`config.mk`:
```
export PLATFORM = sky130hd
export DESIGN_NAME = iap_flash_program_control
export DESIGN_NICKNAME = d
export VERILOG_FILES = /design/src/design/iap_flash_pkg.sv /design/src/design/cycle_timer.sv /design/src/design/iap_flash_program_control.sv
export SDC_FILE = /design/constraint.sdc
export NUM_CORES = 1
export LEC_CHECK = 0
export BUFFER_PORTS_ARGS = -buffer_cell sky130_fd_sc_hd__buf_2
export CELL_PAD_IN_SITES_DETAIL_PLACEMENT = 1
export CELL_PAD_IN_SITES_GLOBAL_PLACEMENT = 1
export CORE_UTILIZATION = 30
export DETAILED_ROUTE_END_ITERATION = 16
export PLACE_DENSITY_LB_ADDON = 0.1
export SYNTH_ARGS = -nofsm -noshare
export SYNTH_HDL_FRONTEND = slang
export SYNTH_HIERARCHICAL = 1
export SYNTH_SLANG_ARGS = --single-unit
```
`constraint.sdc`:
```
create_clock -name clk_sys_i -period 3.1 [get_ports clk_sys_i]
set_clock_uncertainty 0.15 [all_clocks]
set_input_delay 0.31 -clock clk_sys_i [delete_from_list [all_inputs] [get_ports clk_sys_i]]
set_output_delay 0.31 -clock clk_sys_i [all_outputs]
set_load 0.03 [all_outputs]
```
`src/design/iap_flash_pkg.sv`:
```
// Constants, timing figures and state codes for the flash programming controller.
// Assumes a 10 MHz system clock and a 15-bit word address into the program flash.
package iap_flash_pkg;

   // ----------------------------------------------------------------
   // Geometry
   // ----------------------------------------------------------------
   localparam int ADDR_W = 15;
   localparam int ADDR_HIGH_W = 7;
   localparam int PAGE_W = 6;
   localparam int BUF_WORDS = 64;
   localparam int WORD_W = 16;
   localparam int BYTE_W = 8;
   localparam int CNT_W = 20;

   // ----------------------------------------------------------------
   // Operation mode codes
   // ----------------------------------------------------------------
   localparam logic [2:0] MODE_WRITE = 3'h0;
   localparam logic [2:0] MODE_ERASE = 3'h1;
   localparam logic [2:0] MODE_READ = 3'h3;
   localparam logic [2:0] MODE_UNLOCK = 3'h6;

   // ----------------------------------------------------------------
   // Timing
   // ----------------------------------------------------------------
   localparam int CLK_MHZ = 10;
   localparam int EW_TIME_FAST_US = 2000;
   localparam int EW_TIME_SLOW_US = 4000;
   localparam int UNLOCK_WINDOW_US = 1000;
   localparam int READ_INSTR_CYCLES = 3;
   localparam int CLKS_PER_INSTR = 4;
   localparam int EW_FAST_CLKS = EW_TIME_FAST_US * CLK_MHZ;
   localparam int EW_SLOW_CLKS = EW_TIME_SLOW_US * CLK_MHZ;
   localparam int UNLOCK_CLKS = UNLOCK_WINDOW_US * CLK_MHZ;
   localparam int READ_CLKS = READ_INSTR_CYCLES * CLKS_PER_INSTR;

   // ----------------------------------------------------------------
   // Unlock pattern, in order of entry
   // ----------------------------------------------------------------
   localparam int UNLOCK_LEN = 6;
   localparam logic [BYTE_W-1:0] UNLOCK_B0 = 8'h00;
   localparam logic [BYTE_W-1:0] UNLOCK_B1 = 8'h0D;
   localparam logic [BYTE_W-1:0] UNLOCK_B2 = 8'hC3;
   localparam logic [BYTE_W-1:0] UNLOCK_B3 = 8'h04;
   localparam logic [BYTE_W-1:0] UNLOCK_B4 = 8'h09;
   localparam logic [BYTE_W-1:0] UNLOCK_B5 = 8'h40;

   function automatic logic [BYTE_W-1:0] unlock_byte(input logic [2:0] idx);
      case (idx)
         3'h0: unlock_byte = UNLOCK_B0;
         3'h1: unlock_byte = UNLOCK_B1;
         3'h2: unlock_byte = UNLOCK_B2;
         3'h3: unlock_byte = UNLOCK_B3;
         3'h4: unlock_byte = UNLOCK_B4;
         default: unlock_byte = UNLOCK_B5;
      endcase
   endfunction

   // ----------------------------------------------------------------
   // Sequencer states
   // ----------------------------------------------------------------
   typedef enum logic [4:0] {
      ST_IDLE = 5'h01,
      ST_ERASE = 5'h02,
      ST_PROG = 5'h04,
      ST_HOLD = 5'h08,
      ST_READ = 5'h10
   } seq_state_t;

endpackage

```
`src/design/cycle_timer.sv`:
```
// Down-counting one-shot timer: a done pulse a loaded number of cycles after start.
// Assumes start and count come from logic on the same clock.
`timescale 1ns/1ps
`default_nettype none

module cycle_timer #(
   parameter int CNT_W = 20
) (
   input wire logic clk_sys_i,
   input wire logic srst_i,
   input wire logic start_i,
   input wire logic [CNT_W-1:0] count_i,
   output logic busy_o,
   output logic done_o
);

   // ----------------------------------------------------------------
   // Parameter check
   // ----------------------------------------------------------------
   if (CNT_W < 2 || CNT_W > 31) begin : g_bad_width
      $error("cycle_timer: CNT_W out of range");
   end

   logic [CNT_W-1:0] remain;

   // ----------------------------------------------------------------
   // Counter
   // ----------------------------------------------------------------
   always_ff @(posedge clk_sys_i) begin
      if (srst_i) begin
         remain <= '0;
         busy_o <= 1'b0;
         done_o <= 1'b0;
      end else if (start_i) begin
         remain <= (count_i == '0) ? CNT_W'(1) : count_i;
         busy_o <= 1'b1;
         done_o <= 1'b0;
      end else if (busy_o && remain == CNT_W'(1)) begin
         remain <= '0;
         busy_o <= 1'b0;
         done_o <= 1'b1;
      end else begin
         remain <= busy_o ? remain - CNT_W'(1) : remain;
         done_o <= 1'b0;
      end
   end

endmodule // cycle_timer

`default_nettype wire

```
`src/design/iap_flash_program_control.sv`:
```
// Flash programming controller: unlock, page erase, buffered page write and word read.
// Assumes CPU-side write strobes and the flash array all run on clk_sys_i.
//
// Summary of operation
// - Mode 000 selects write: buffer contents go to flash on trigger.
// - Buffer-clear empties the page write buffer for fresh data.
// - Trigger bit starts erase or write; device clears it when done.
// - Erase targets page from address registers, tagged by dummy high-byte writes.
// - Erase always clears the entire page, never single words.
// - Write commits whole buffer as one page; addressing stays inside page.
// - After failed verify, rewrite same page without erase is accepted.
// - CPU is stalled while an erase, write or read runs.
// - Erase and write duration chosen by the time-select bit.
// - Erase and write refused unless erase/write enabled status is high.
// - Clearing enabled status leaves enabled mode, blocking erase and write.
// - Mode 011 with read-enable high is needed to trigger a read.
// - Read fetches addressed word into data registers and clears trigger on the same clock edge.
// - Read trigger returns low about three instruction cycles after set.
// - Reads work with or without the erase/write unlock.
// - Mode 110 plus protect-enable starts unlock timer; expiry clears protect-enable.
// - Correct six-byte pattern in order sets erase/write enabled status.
// - Buffer holds 64 words; pointer increments per word, stops at page end.
`timescale 1ns/1ps
`default_nettype none

module iap_flash_program_control #(
   parameter int BUF_WORDS = iap_flash_pkg::BUF_WORDS,
   parameter int EW_FAST_CLKS = iap_flash_pkg::EW_FAST_CLKS,
   parameter int EW_SLOW_CLKS = iap_flash_pkg::EW_SLOW_CLKS,
   parameter int UNLOCK_CLKS = iap_flash_pkg::UNLOCK_CLKS,
   parameter int READ_CLKS = iap_flash_pkg::READ_CLKS
) (
   input wire logic clk_sys_i,
   input wire logic srst_i,
   input wire logic [2:0] op_mode_field_i,
   input wire logic erase_write_time_select_i,
   input wire logic read_enable_bit_i,
   input wire logic buffer_clear_bit_i,
   input wire logic erase_write_trigger_set_i,
   input wire logic read_trigger_set_i,
   input wire logic unlock_protect_enable_set_i,
   input wire logic erase_write_enabled_clear_i,
   input wire logic flash_addr_high_wr_i,
   input wire logic flash_addr_low_wr_i,
   input wire logic data_low_byte_wr_i,
   input wire logic data_high_byte_wr_i,
   input wire logic [iap_flash_pkg::BYTE_W-1:0] wr_data_i,
   input wire logic aux_data_wr_i,
   input wire logic [2:0] aux_data_sel_i,
   input wire logic [iap_flash_pkg::WORD_W-1:0] fl_rdata_i,
   output logic erase_write_trigger_o,
   output logic read_trigger_o,
   output logic erase_write_enabled_status_o,
   output logic unlock_protect_enable_o,
   output logic [iap_flash_pkg::ADDR_HIGH_W-1:0] flash_addr_high_o,
   output logic [iap_flash_pkg::BYTE_W-1:0] flash_addr_low_o,
   output logic [iap_flash_pkg::BYTE_W-1:0] data_low_byte_reg_o,
   output logic [iap_flash_pkg::BYTE_W-1:0] data_high_byte_reg_o,
   output logic cpu_stall_o,
   output logic [iap_flash_pkg::ADDR_W-1:0] fl_addr_o,
   output logic [iap_flash_pkg::WORD_W-1:0] fl_wdata_o,
   output logic fl_prog_o,
   output logic fl_erase_o,
   output logic fl_read_o
);

   localparam int PW = iap_flash_pkg::PAGE_W;
   localparam int CW = iap_flash_pkg::CNT_W;
   localparam int WW = iap_flash_pkg::WORD_W;
   localparam int PAGE_HI_W = iap_flash_pkg::ADDR_W - PW;
   localparam logic [PW-1:0] LAST_IDX = PW'(BUF_WORDS - 1);

   // ----------------------------------------------------------------
   // Parameter checks
   // ----------------------------------------------------------------
   if (BUF_WORDS != (1 << PW)) begin : g_bad_buf
      $error("iap_flash_program_control: BUF_WORDS must equal one page");
   end
   if (EW_FAST_CLKS < 1 || EW_FAST_CLKS >= (1 << CW) || EW_SLOW_CLKS < 1 ||
       EW_SLOW_CLKS >= (1 << CW) || UNLOCK_CLKS < 1 || UNLOCK_CLKS >= (1 << CW) ||
       READ_CLKS < 1 || READ_CLKS >= (1 << CW)) begin : g_bad_time
      $error("iap_flash_program_control: timing count out of range");
   end

   // ----------------------------------------------------------------
   // Declarations
   // ----------------------------------------------------------------
   iap_flash_pkg::seq_state_t state;
   logic [WW-1:0] wbuf [BUF_WORDS];
   logic [BUF_WORDS-1:0] buf_valid;
   logic [PW-1:0] buf_ptr;
   logic [PW-1:0] prog_idx;
   logic page_tagged;
   logic [2:0] pat_idx;
   logic pat_bad;
   logic idle;
   logic ew_mode;
   logic ew_go;
   logic rd_go;
   logic prog_last;
   logic op_start;
   logic [CW-1:0] op_count;
   logic op_done;
   logic unlock_start;
   logic unlock_done;
   logic pat_hit;
   logic pat_done;
   logic [PAGE_HI_W-1:0] page_sel;

   function automatic logic mode_is(input logic [2:0] mode, input logic [2:0] code);
      mode_is = (mode == code);
   endfunction

   // ----------------------------------------------------------------
   // Request decode
   // ----------------------------------------------------------------
   assign idle = (state == iap_flash_pkg::ST_IDLE);
   assign page_sel = {flash_addr_high_o, flash_addr_low_o[iap_flash_pkg::BYTE_W-1:PW]};
   assign ew_mode = mode_is(op_mode_field_i, iap_flash_pkg::MODE_WRITE) ||
                    mode_is(op_mode_field_i, iap_flash_pkg::MODE_ERASE);
   assign ew_go = erase_write_trigger_set_i && idle && !erase_write_trigger_o &&
                  erase_write_enabled_status_o && ew_mode &&
                  (page_tagged || !mode_is(op_mode_field_i, iap_flash_pkg::MODE_ERASE));
   assign rd_go = read_trigger_set_i && idle && !read_trigger_o && !ew_go &&
                  mode_is(op_mode_field_i, iap_flash_pkg::MODE_READ) &&
                  read_enable_bit_i;
   assign prog_last = (state == iap_flash_pkg::ST_PROG) && (prog_idx == LAST_IDX);
   assign unlock_start = unlock_protect_enable_set_i &&
                         mode_is(op_mode_field_i, iap_flash_pkg::MODE_UNLOCK);
   assign pat_hit = aux_data_wr_i && unlock_protect_enable_o && (aux_data_sel_i == pat_idx) &&
                    (wr_data_i == iap_flash_pkg::unlock_byte(pat_idx));
   assign pat_done = pat_hit && !pat_bad && (pat_idx == 3'(iap_flash_pkg::UNLOCK_LEN - 1));

   // ----------------------------------------------------------------
   // Operation timer
   // ----------------------------------------------------------------
   always_comb begin
      op_start = (ew_go && mode_is(op_mode_field_i, iap_flash_pkg::MODE_ERASE)) ||
                 prog_last || rd_go;
      if (rd_go) begin
         op_count = CW'(READ_CLKS);
      end else if (erase_write_time_select_i) begin
         op_count = CW'(EW_SLOW_CLKS);
      end else begin
         op_count = CW'(EW_FAST_CLKS);
      end
   end

   cycle_timer #(.CNT_W(CW)) u_op_timer (
      .clk_sys_i(clk_sys_i),
      .srst_i(srst_i),
      .start_i(op_start),
      .count_i(op_count),
      .busy_o(),
      .done_o(op_done)
   );

   cycle_timer #(.CNT_W(CW)) u_unlock_timer (
      .clk_sys_i(clk_sys_i),
      .srst_i(srst_i),
      .start_i(unlock_start),
      .count_i(CW'(UNLOCK_CLKS)),
      .busy_o(),
      .done_o(unlock_done)
   );

   // ----------------------------------------------------------------
   // Sequencer
   // ----------------------------------------------------------------
   always_ff @(posedge clk_sys_i) begin
      if (srst_i) begin
         state <= iap_flash_pkg::ST_IDLE;
         prog_idx <= '0;
      end else begin
         case (state)
            iap_flash_pkg::ST_IDLE: begin
               prog_idx <= '0;
               if (ew_go && mode_is(op_mode_field_i, iap_flash_pkg::MODE_ERASE)) begin
                  state <= iap_flash_pkg::ST_ERASE;
               end else if (ew_go) begin
                  state <= iap_flash_pkg::ST_PROG;
               end else if (rd_go) begin
                  state <= iap_flash_pkg::ST_READ;
               end
            end
            iap_flash_pkg::ST_ERASE: begin
               if (op_done) begin
                  state <= iap_flash_pkg::ST_IDLE;
               end
            end
            iap_flash_pkg::ST_PROG: begin
               prog_idx <= prog_idx + PW'(1);
               if (prog_last) begin
                  state <= iap_flash_pkg::ST_HOLD;
               end
            end
            iap_flash_pkg::ST_HOLD: begin
               if (op_done) begin
                  state <= iap_flash_pkg::ST_IDLE;
               end
            end
            iap_flash_pkg::ST_READ: begin
               if (op_done) begin
                  state <= iap_flash_pkg::ST_IDLE;
               end
            end
            default: begin
               state <= iap_flash_pkg::ST_IDLE;
            end
         endcase
      end
   end

   // ----------------------------------------------------------------
   // Trigger bits and CPU stall
   // ----------------------------------------------------------------
   always_ff @(posedge clk_sys_i) begin
      if (srst_i) begin
         erase_write_trigger_o <= 1'b0;
         read_trigger_o <= 1'b0;
         cpu_stall_o <= 1'b0;
      end else begin
         if (ew_go) begin
            erase_write_trigger_o <= 1'b1;
         end else if (op_done && state != iap_flash_pkg::ST_READ) begin
            erase_write_trigger_o <= 1'b0;
         end
         if (rd_go) begin
            read_trigger_o <= 1'b1;
         end else if (op_done && state == iap_flash_pkg::ST_READ) begin
            read_trigger_o <= 1'b0;
         end
         if (ew_go || rd_go) begin
            cpu_stall_o <= 1'b1;
         end else if (op_done) begin
            cpu_stall_o <= 1'b0;
         end
      end
   end

   // ----------------------------------------------------------------
   // Flash array strobes
   // ----------------------------------------------------------------
   always_ff @(posedge clk_sys_i) begin
      if (srst_i) begin
         fl_addr_o <= '0;
         fl_wdata_o <= '0;
         fl_prog_o <= 1'b0;
         fl_erase_o <= 1'b0;
         fl_read_o <= 1'b0;
      end else begin
         fl_erase_o <= ew_go && mode_is(op_mode_field_i, iap_flash_pkg::MODE_ERASE);
         fl_read_o <= rd_go;
         fl_prog_o <= (state == iap_flash_pkg::ST_PROG) && buf_valid[prog_idx];
         fl_wdata_o <= wbuf[prog_idx];
         if (ew_go && mode_is(op_mode_field_i, iap_flash_pkg::MODE_ERASE)) begin
            fl_addr_o <= {page_sel, PW'(0)};
         end else if (rd_go) begin
            fl_addr_o <= {flash_addr_high_o, flash_addr_low_o};
         end else if (state == iap_flash_pkg::ST_PROG) begin
            fl_addr_o <= {page_sel, prog_idx};
         end
      end
   end

   // ----------------------------------------------------------------
   // Address and data registers
   // ----------------------------------------------------------------
   always_ff @(posedge clk_sys_i) begin
      if (srst_i) begin
         flash_addr_high_o <= '0;
         flash_addr_low_o <= '0;
         data_low_byte_reg_o <= '0;
         data_high_byte_reg_o <= '0;
      end else begin
         if (idle && flash_addr_high_wr_i) begin
            flash_addr_high_o <= wr_data_i[iap_flash_pkg::ADDR_HIGH_W-1:0];
         end
         if (idle && flash_addr_low_wr_i) begin
            flash_addr_low_o <= wr_data_i;
         end
         if (state == iap_flash_pkg::ST_READ && op_done) begin
            data_low_byte_reg_o <= fl_rdata_i[iap_flash_pkg::BYTE_W-1:0];
            data_high_byte_reg_o <= fl_rdata_i[WW-1:iap_flash_pkg::BYTE_W];
         end else begin
            if (idle && data_low_byte_wr_i) begin
               data_low_byte_reg_o <= wr_data_i;
            end
            if (idle && data_high_byte_wr_i) begin
               data_high_byte_reg_o <= wr_data_i;
            end
         end
      end
   end

   // ----------------------------------------------------------------
   // Write buffer
   // ----------------------------------------------------------------
   always_ff @(posedge clk_sys_i) begin
      if (idle && data_high_byte_wr_i &&
          mode_is(op_mode_field_i, iap_flash_pkg::MODE_WRITE)) begin
         wbuf[buf_ptr] <= {wr_data_i, data_low_byte_reg_o};
      end
   end

   always_ff @(posedge clk_sys_i) begin
      if (srst_i) begin
         buf_valid <= '0;
         buf_ptr <= '0;
         page_tagged <= 1'b0;
      end else begin
         if (idle && buffer_clear_bit_i) begin
            buf_valid <= '0;
            buf_ptr <= flash_addr_low_o[PW-1:0];
         end else if (idle && flash_addr_low_wr_i) begin
            buf_ptr <= wr_data_i[PW-1:0];
         end else if (idle && data_high_byte_wr_i) begin
            if (mode_is(op_mode_field_i, iap_flash_pkg::MODE_WRITE)) begin
               buf_valid[buf_ptr] <= 1'b1;
            end
            if (buf_ptr != LAST_IDX) begin
               buf_ptr <= buf_ptr + PW'(1);
            end
         end
         if (idle && data_high_byte_wr_i &&
             mode_is(op_mode_field_i, iap_flash_pkg::MODE_ERASE)) begin
            page_tagged <= 1'b1;
         end else if (state == iap_flash_pkg::ST_ERASE && op_done) begin
            page_tagged <= 1'b0;
         end
      end
   end

   // ----------------------------------------------------------------
   // Erase/write unlock
   // ----------------------------------------------------------------
   always_ff @(posedge clk_sys_i) begin
      if (srst_i) begin
         unlock_protect_enable_o <= 1'b0;
         pat_idx <= '0;
         pat_bad <= 1'b0;
      end else if (unlock_start) begin
         unlock_protect_enable_o <= 1'b1;
         pat_idx <= '0;
         pat_bad <= 1'b0;
      end else begin
         if (unlock_done) begin
            unlock_protect_enable_o <= 1'b0;
         end
         if (aux_data_wr_i && unlock_protect_enable_o) begin
            if (pat_hit && pat_idx != 3'(iap_flash_pkg::UNLOCK_LEN - 1)) begin
               pat_idx <= pat_idx + 3'h1;
            end else if (!pat_hit) begin
               pat_bad <= 1'b1;
            end
         end
      end
   end

   always_ff @(posedge clk_sys_i) begin
      if (srst_i) begin
         erase_write_enabled_status_o <= 1'b0;
      end else if (pat_done) begin
         erase_write_enabled_status_o <= 1'b1;
      end else if (erase_write_enabled_clear_i) begin
         erase_write_enabled_status_o <= 1'b0;
      end
   end

endmodule // iap_flash_program_control

`default_nettype wire

```
# After elaboration in Yosys (flattened, before gate mapping)
# Memories as Yosys holds them, arrays and structs flattened. A register that Yosys moved wholly into a read port is not among the register bits.
# Index checks and enable logic that the tools add are counted.
# W data, S select, Z words.
[op_classes]
n_lt_le_gt_ge = 3
n_reduce_logical = 74
mux = 52
eq_ne = 24
n_bitwise = 4
n_addsub = 5
[ops]
columns = ["op", "count"]
rows = [
  ["$or A64 B64 Y64", 1],
  ["$mux W20", 3],
  ["$mux W16", 3],
  ["$mux W15", 3],
  ["$mux W14", 3],
  ["$eq A20 B1 Y1 const B", 2],
  ["$pmux W8 S5", 1],
  ["$sub A20 B1 Y20 const B", 2],
  ["$logic_and A1 B1 Y1", 33],
  ["$mux W8", 4],
  ["$mux W5", 5],
  ["$mux W6", 4],
  ["$reduce_bool A2 Y1", 12],
  ["$mux W1", 22],
  ["$logic_not A20 Y1", 1],
  ["$pmux W5 S3", 1],
  ["$reduce_bool A3 Y1", 5],
  ["$lt A6 B7 Y1 const B", 2],
  ["$add A6 B1 Y6 const B", 2],
  ["$pmux W6 S2", 1],
  ["$eq A3 B2 Y1 const B", 3],
  ["$eq A3 B3 Y1 const B", 3],
  ["$reduce_and A3 Y1", 3],
  ["$eq A8 B8 Y1", 1],
  ["other kinds (25)", 42],
]
[totals]
memories = 1
regBits = 184
input_bits = 44
output_inout_bits = 70
ram_bits = 1024
[memory_table]
columns = ["memory", "depth", "width", "read_ports", "rd_ports_with_merged_regs", "write_ports", "line_no", "text"]
rows = [
  ["wbuf", 64, 16, 1, 1, 1, "iap_flash_program_control.sv:89", "logic [WW-1:0] wbuf [BUF_WORDS];"],
]

# Depth between registers and ports, before layout
[logic_depth]
depth_word = 14
mapped_depth = 12
mapped_depth_nobuf = 10

# Hierarchy
# Netlist, hierarchy kept.
[by_module_without_submodules]
columns = ["mod", "area_per_inst_um2", "seq_area_each_um2", "n_inst", "cells_each"]
rows = [
  ["iap_flash_program_control", 46214.3, 33872.5, 1, 2526],
  ["cycle_timer at u_op_timer", 1447.6, 440.4, 1, 185],
  ["cycle_timer at u_unlock_timer", 1428.9, 440.4, 1, 186],
]

# Least setup slack after synthesis
# OpenSTA, ideal clock, no wires.
[synth_timing]
path_kind = "reg-to-reg"
from = "register state[0]"
to = "memory wbuf[15][0] (netlist name), enable pin"
path_slack_ns = 0.025
stages_incl_launch_ff = 8
arrival_ns = 2.516
setup_time_ns = 0.409
cell_sequence = "dfxtp_1 nor2b_1 buf_2 nand4_1 buf_2 nor2_1 nand2_1 nor3_1"
[synth_via]
elab_chain_cells = 5
[synth_lines]
columns = ["element", "line_no", "text"]
rows = [
  ["start: declaration", "iap_flash_program_control.sv:88", "iap_flash_pkg::seq_state_t state;"],
  ["start signal: assignment", "iap_flash_program_control.sv:172", "state <= iap_flash_pkg::ST_IDLE;"],
  ["start signal: assignment", "iap_flash_program_control.sv:179", "state <= iap_flash_pkg::ST_ERASE;"],
  ["start signal: assignment", "iap_flash_program_control.sv:181", "state <= iap_flash_pkg::ST_PROG;"],
  ["$eq A5 B1 Y1", "iap_flash_program_control.sv:117", "assign idle = (state == iap_flash_pkg::ST_IDLE);"],
  ["$logic_and A1 B1 Y1 (2 in a row)", "iap_flash_program_control.sv:300", "if (idle && data_high_byte_wr_i &&"],
  ["$mux W1", "iap_flash_program_control.sv:300", ""],
  ["$mux W1 (implied by the code)", "iap_flash_program_control.sv:302", "wbuf[buf_ptr] <= {wr_data_i, data_low_byte_reg_o};"],
  ["end: declaration", "iap_flash_program_control.sv:89", ""],
]
# No other way between the ends.

==> results.py <==
metrics = {
    "synth": {
        "ys_warn_count": 6,
        "syn_area_per_cell_um2": 16.95,
        "ys_seq_elements": 1224,
        "netlist_area_um2": 49090,
        "yosysUniqueCellTypes": 87,
        "synth_edf_count": 1024,
        "yosysSeqAreaShare": 0.7079,
        "ys.flop_type": "edfxtp_1",
        "yosysTopAreaCellShare": 0.6264,
        "synth_top_area_cell": "edfxtp_1",
        "synth_area_leaders": "edfxtp_1, mux4_2, dfxtp_1",
        "netlist_instances": 2897,
        "ys_async_sr_fraction": 0,
    },
    "worst_setup_path": {
        "startpoint_type": "register",
        "critPathKind": "reg2reg",
        "critical_path.top_delay_family": "multiplexers",
        "cp_max_fo": 20,
        "critical-path-max-stage-delay_ns": 0.56,
        "arrival_ns": 3.49,
        "cp_common_cell": "buf_12",
        "cp_slowest_cell": "mux4_2",
        "r2r-end": "fl_wdata_o[11]$_SDFF_PP0_",
        "rrSetupSlack_ns": 0.07,
        "crit_path_start": "prog_idx[1]$_SDFFE_PP0N_",
        "r2r.worst_path.cells": 7,
        "r2r-start": "prog_idx[1]$_SDFFE_PP0N_",
        "cp_cell_sequence": "buf_12 -> buf_12 -> buf_4 -> mux4_2 -> mux2i_1 -> a221o_1 -> a32oi_1",
        "cp.required_ns": 3.56,
        "endpoint_kind": "register",
        "worst-path-buf-inv": 3,
    },
    "worst_hold_path": {
        "hp-class": "in2reg",
        "worstHoldStart": "op_mode_field_i[2]",
        "hold_end": "erase_write_trigger_o$_SDFFE_PP0P_",
        "holdPathStages": 4,
    },
    "routing": {
        "via_per_inst": 5.113,
        "first_pass_iters": 5,
        "drtIter0Drc": 2405,
        "num_vias": 28970,
        "drc_errors": 0,
        "antenna_left": 0,
        "wirelength_um": 164600,
        "routedWlPerCell_um": 29.04,
    },
    "floorplanning": {
        "die_h_um": 406.5,
        "initial_core_util": 0.3019,
        "fp.dieW_um": 406.5,
        "die-area_um2": 165300,
        "pin_count": 114,
        "core_um2": 162600,
        "rows": 148,
    },
    "final_layout": {
        "syn2layout_area_growth_pct": 22.47,
        "mostFrequentLayoutCell": "edfxtp_1",
        "multi_input_area_um2": 13590,
        "final_cell_mix": "edfxtp_1, mux4_2, nor2_1",
        "drive_above_1_share": 0.2762,
        "seqCellArea_um2": 34780,
        "nets": 3432,
        "n_fill_cell": 16360,
    },
    "timing": {
        "relSlewSlack": 0.3372,
        "fin_crit_ns": 3.031,
        "grt_setup_unrepaired": "no",
        "max_freq_mhz": 329.9,
        "hold_violations": 0,
        "worst_pin_slew_ns": 0.9942,
        "period_share": 0.9778,
        "maxSlewViolCount": 0,
        "fin_ws_ns": 0.06876,
        "final-setup-viol-count": 0,
    },
    "placed_design": {
        "pre_cts_ws_ns": -0.2707,
        "routabilityCongestion": 0.8273,
        "hpwlAfterDp_um": 107600,
        "portBuffers": 113,
    },
    "global_routing": {
        "track_usage": 0.1993,
        "grt_pass1_vias": 30610,
        "grt_overflow": 0,
        "grt_pass1_wl_um": 231900,
        "antenna_found_initial": 15,
        "grt_max_degree": 74,
    },
    "power_and_ir_drop": {
        "ir_drop_mv": 0.5868,
        "p_per_area_nw_per_um2": 603.9,
        "p_leak_uw": 0.01948,
        "p_total_uw": 36310,
    },
    "clock_network": {
        "clockBufferDepth": 3,
        "cts-root-buf": "clkbuf_16",
        "cts_sinks": 1224,
        "clk_latency_ns": 0.78,
        "cts_made_buffers": 142,
        "clkTransAtPathRegs_ns": 0.06,
        "cts_tree": "done",
        "cts-htree-levels": 4,
    },
    "run_status": {
        "status": "finished clean",
    },
    "job": {
        "maxCapViolations": 0,
    },
}
worst register-to-register path, delay by kind of cell, from the launching register on:
family          cells  cell delay, ns
mux                 2            0.97
buf+inv             3            0.83
flops               1            0.46
compound gates      2            0.46
layout make-up:
type,count,share of cell area
Inverter,24,0.001498
Multi-Input combinational cell,1526,0.2260
Clock buffer,176,0.06278
Tap cell,2175,0.04526
Timing Repair Buffer,460,0.07157
Clock inverter,80,0.01440
Sequential cell,1224,0.5785
Antenna cell,1,0.00004162
synth_stat cells, types with 8 or more instances:
cell	count
edfxtp_1	1024
mux4_2	271
nor2_1	268
dfxtp_1	200
nand2_1	166
a21oi_1	139
mux2i_1	81
clkbuf_1	75
nand3_1	43
o21ai_0	42
buf_2	41
nand4_1	29
nor3_1	29
a221oi_1	28
a31oi_1	28
buf_4	27
inv_1	22
o22ai_1	21
o31ai_1	19
or3_1	19
xnor2_1	19
a311oi_1	18
buf_1	18
nor4_1	18
a22oi_1	17
and3_1	17
buf_6	17
a211oi_1	16
nand2b_1	12
ha_1	10
mux2_2	9
nor2b_1	9
nor4_4	9
o21ai_1	9
and2_1	8
or2_2	8
flip-flops by register name (all words and copies together), names as in the netlist, 5 cells and up:
| register | flops |
|---|---|
| buf_valid | 64 |
| wbuf | 1024 |
| flash_addr_high_o | 7 |
| u_unlock_timer/remain | 20 |
| buf_ptr | 6 |
| state | 5 |
| prog_idx | 6 |
| data_low_byte_reg_o | 8 |
| flash_addr_low_o | 8 |
| fl_wdata_o | 16 |
| data_high_byte_reg_o | 8 |
| u_op_timer/remain | 20 |
| fl_addr_o | 15 |
through the flow:
stage	TNS (ns)	std cells	util	hold slack, ns	cell area (um^2)
after floorplan	0	2954	-	0.2589	49300
after global placement	-57.78	5354	0.3376	0.2916	54890
after detailed placement	-63.49	5354	0.3376	0.3026	54890
after CTS	0	5665	0.3696	0.004733	60080
after global routing	0	5665	0.3698	0.04610	60120
final	0	5666	0.3698	0.07101	60120
power by group:
| part | leakage [uW] | switching, uW | internal [uW] |
|---|---|---|---|
| Sequential | 0.0110 | 189 | 17900 |
| Combinational | 0.00627 | 989 | 445 |
| Clock | 0.00227 | 7050 | 9730 |
layer usage:
metal	track usage	up-vias	share of wire
li1	-	12510	-
met1	0.2677	15570	0.44
met2	0.3263	669	0.48
met3	0.03788	213	0.048
met4	0.05995	2	0.025
met5	0	-	0.000079
worst max-delay path by stage:
stage                                           end  slack, ns  cells after the start
after global routing           pat_bad$_SDFFE_PP0P_      0.009                      7
after floorplan               wbuf[15][0]$_DFFE_PP_       0.02                      7
final                     fl_wdata_o[11]$_SDFF_PP0_       0.07                      7
after detailed placement       wbuf[1][2]$_DFFE_PP_      -0.27                      7
after global placement        wbuf[0][10]$_DFFE_PP_      -0.27                      7
after CTS                 fl_wdata_o[11]$_SDFF_PP0_      0.005                      7
what timing repair did:
item,4_1_cts,5_1_grt
resized for setup,1,9
hold endpoints to repair,133,0
buffers inserted,1,0
setup endpoints to repair,597,3
hold buffers,54,0
cells by family after synthesis:
| kind of cell | Yosys count | synth area share |
|---|---|---|
| AO/OA/AOI/OAI | 398 | 0.05307 |
| XOR/XNOR | 21 | 0.003747 |
| multiplexers | 363 | 0.1434 |
| flip-flops | 1224 | 0.7079 |
| adder cells (fa/ha/maj) | 10 | 0.002549 |
| other | 2 | 0.0001530 |
| buffers and inverters | 204 | 0.02177 |
| AND/OR/NAND/NOR | 675 | 0.06734 |
(Power assumes the default switching activity.)
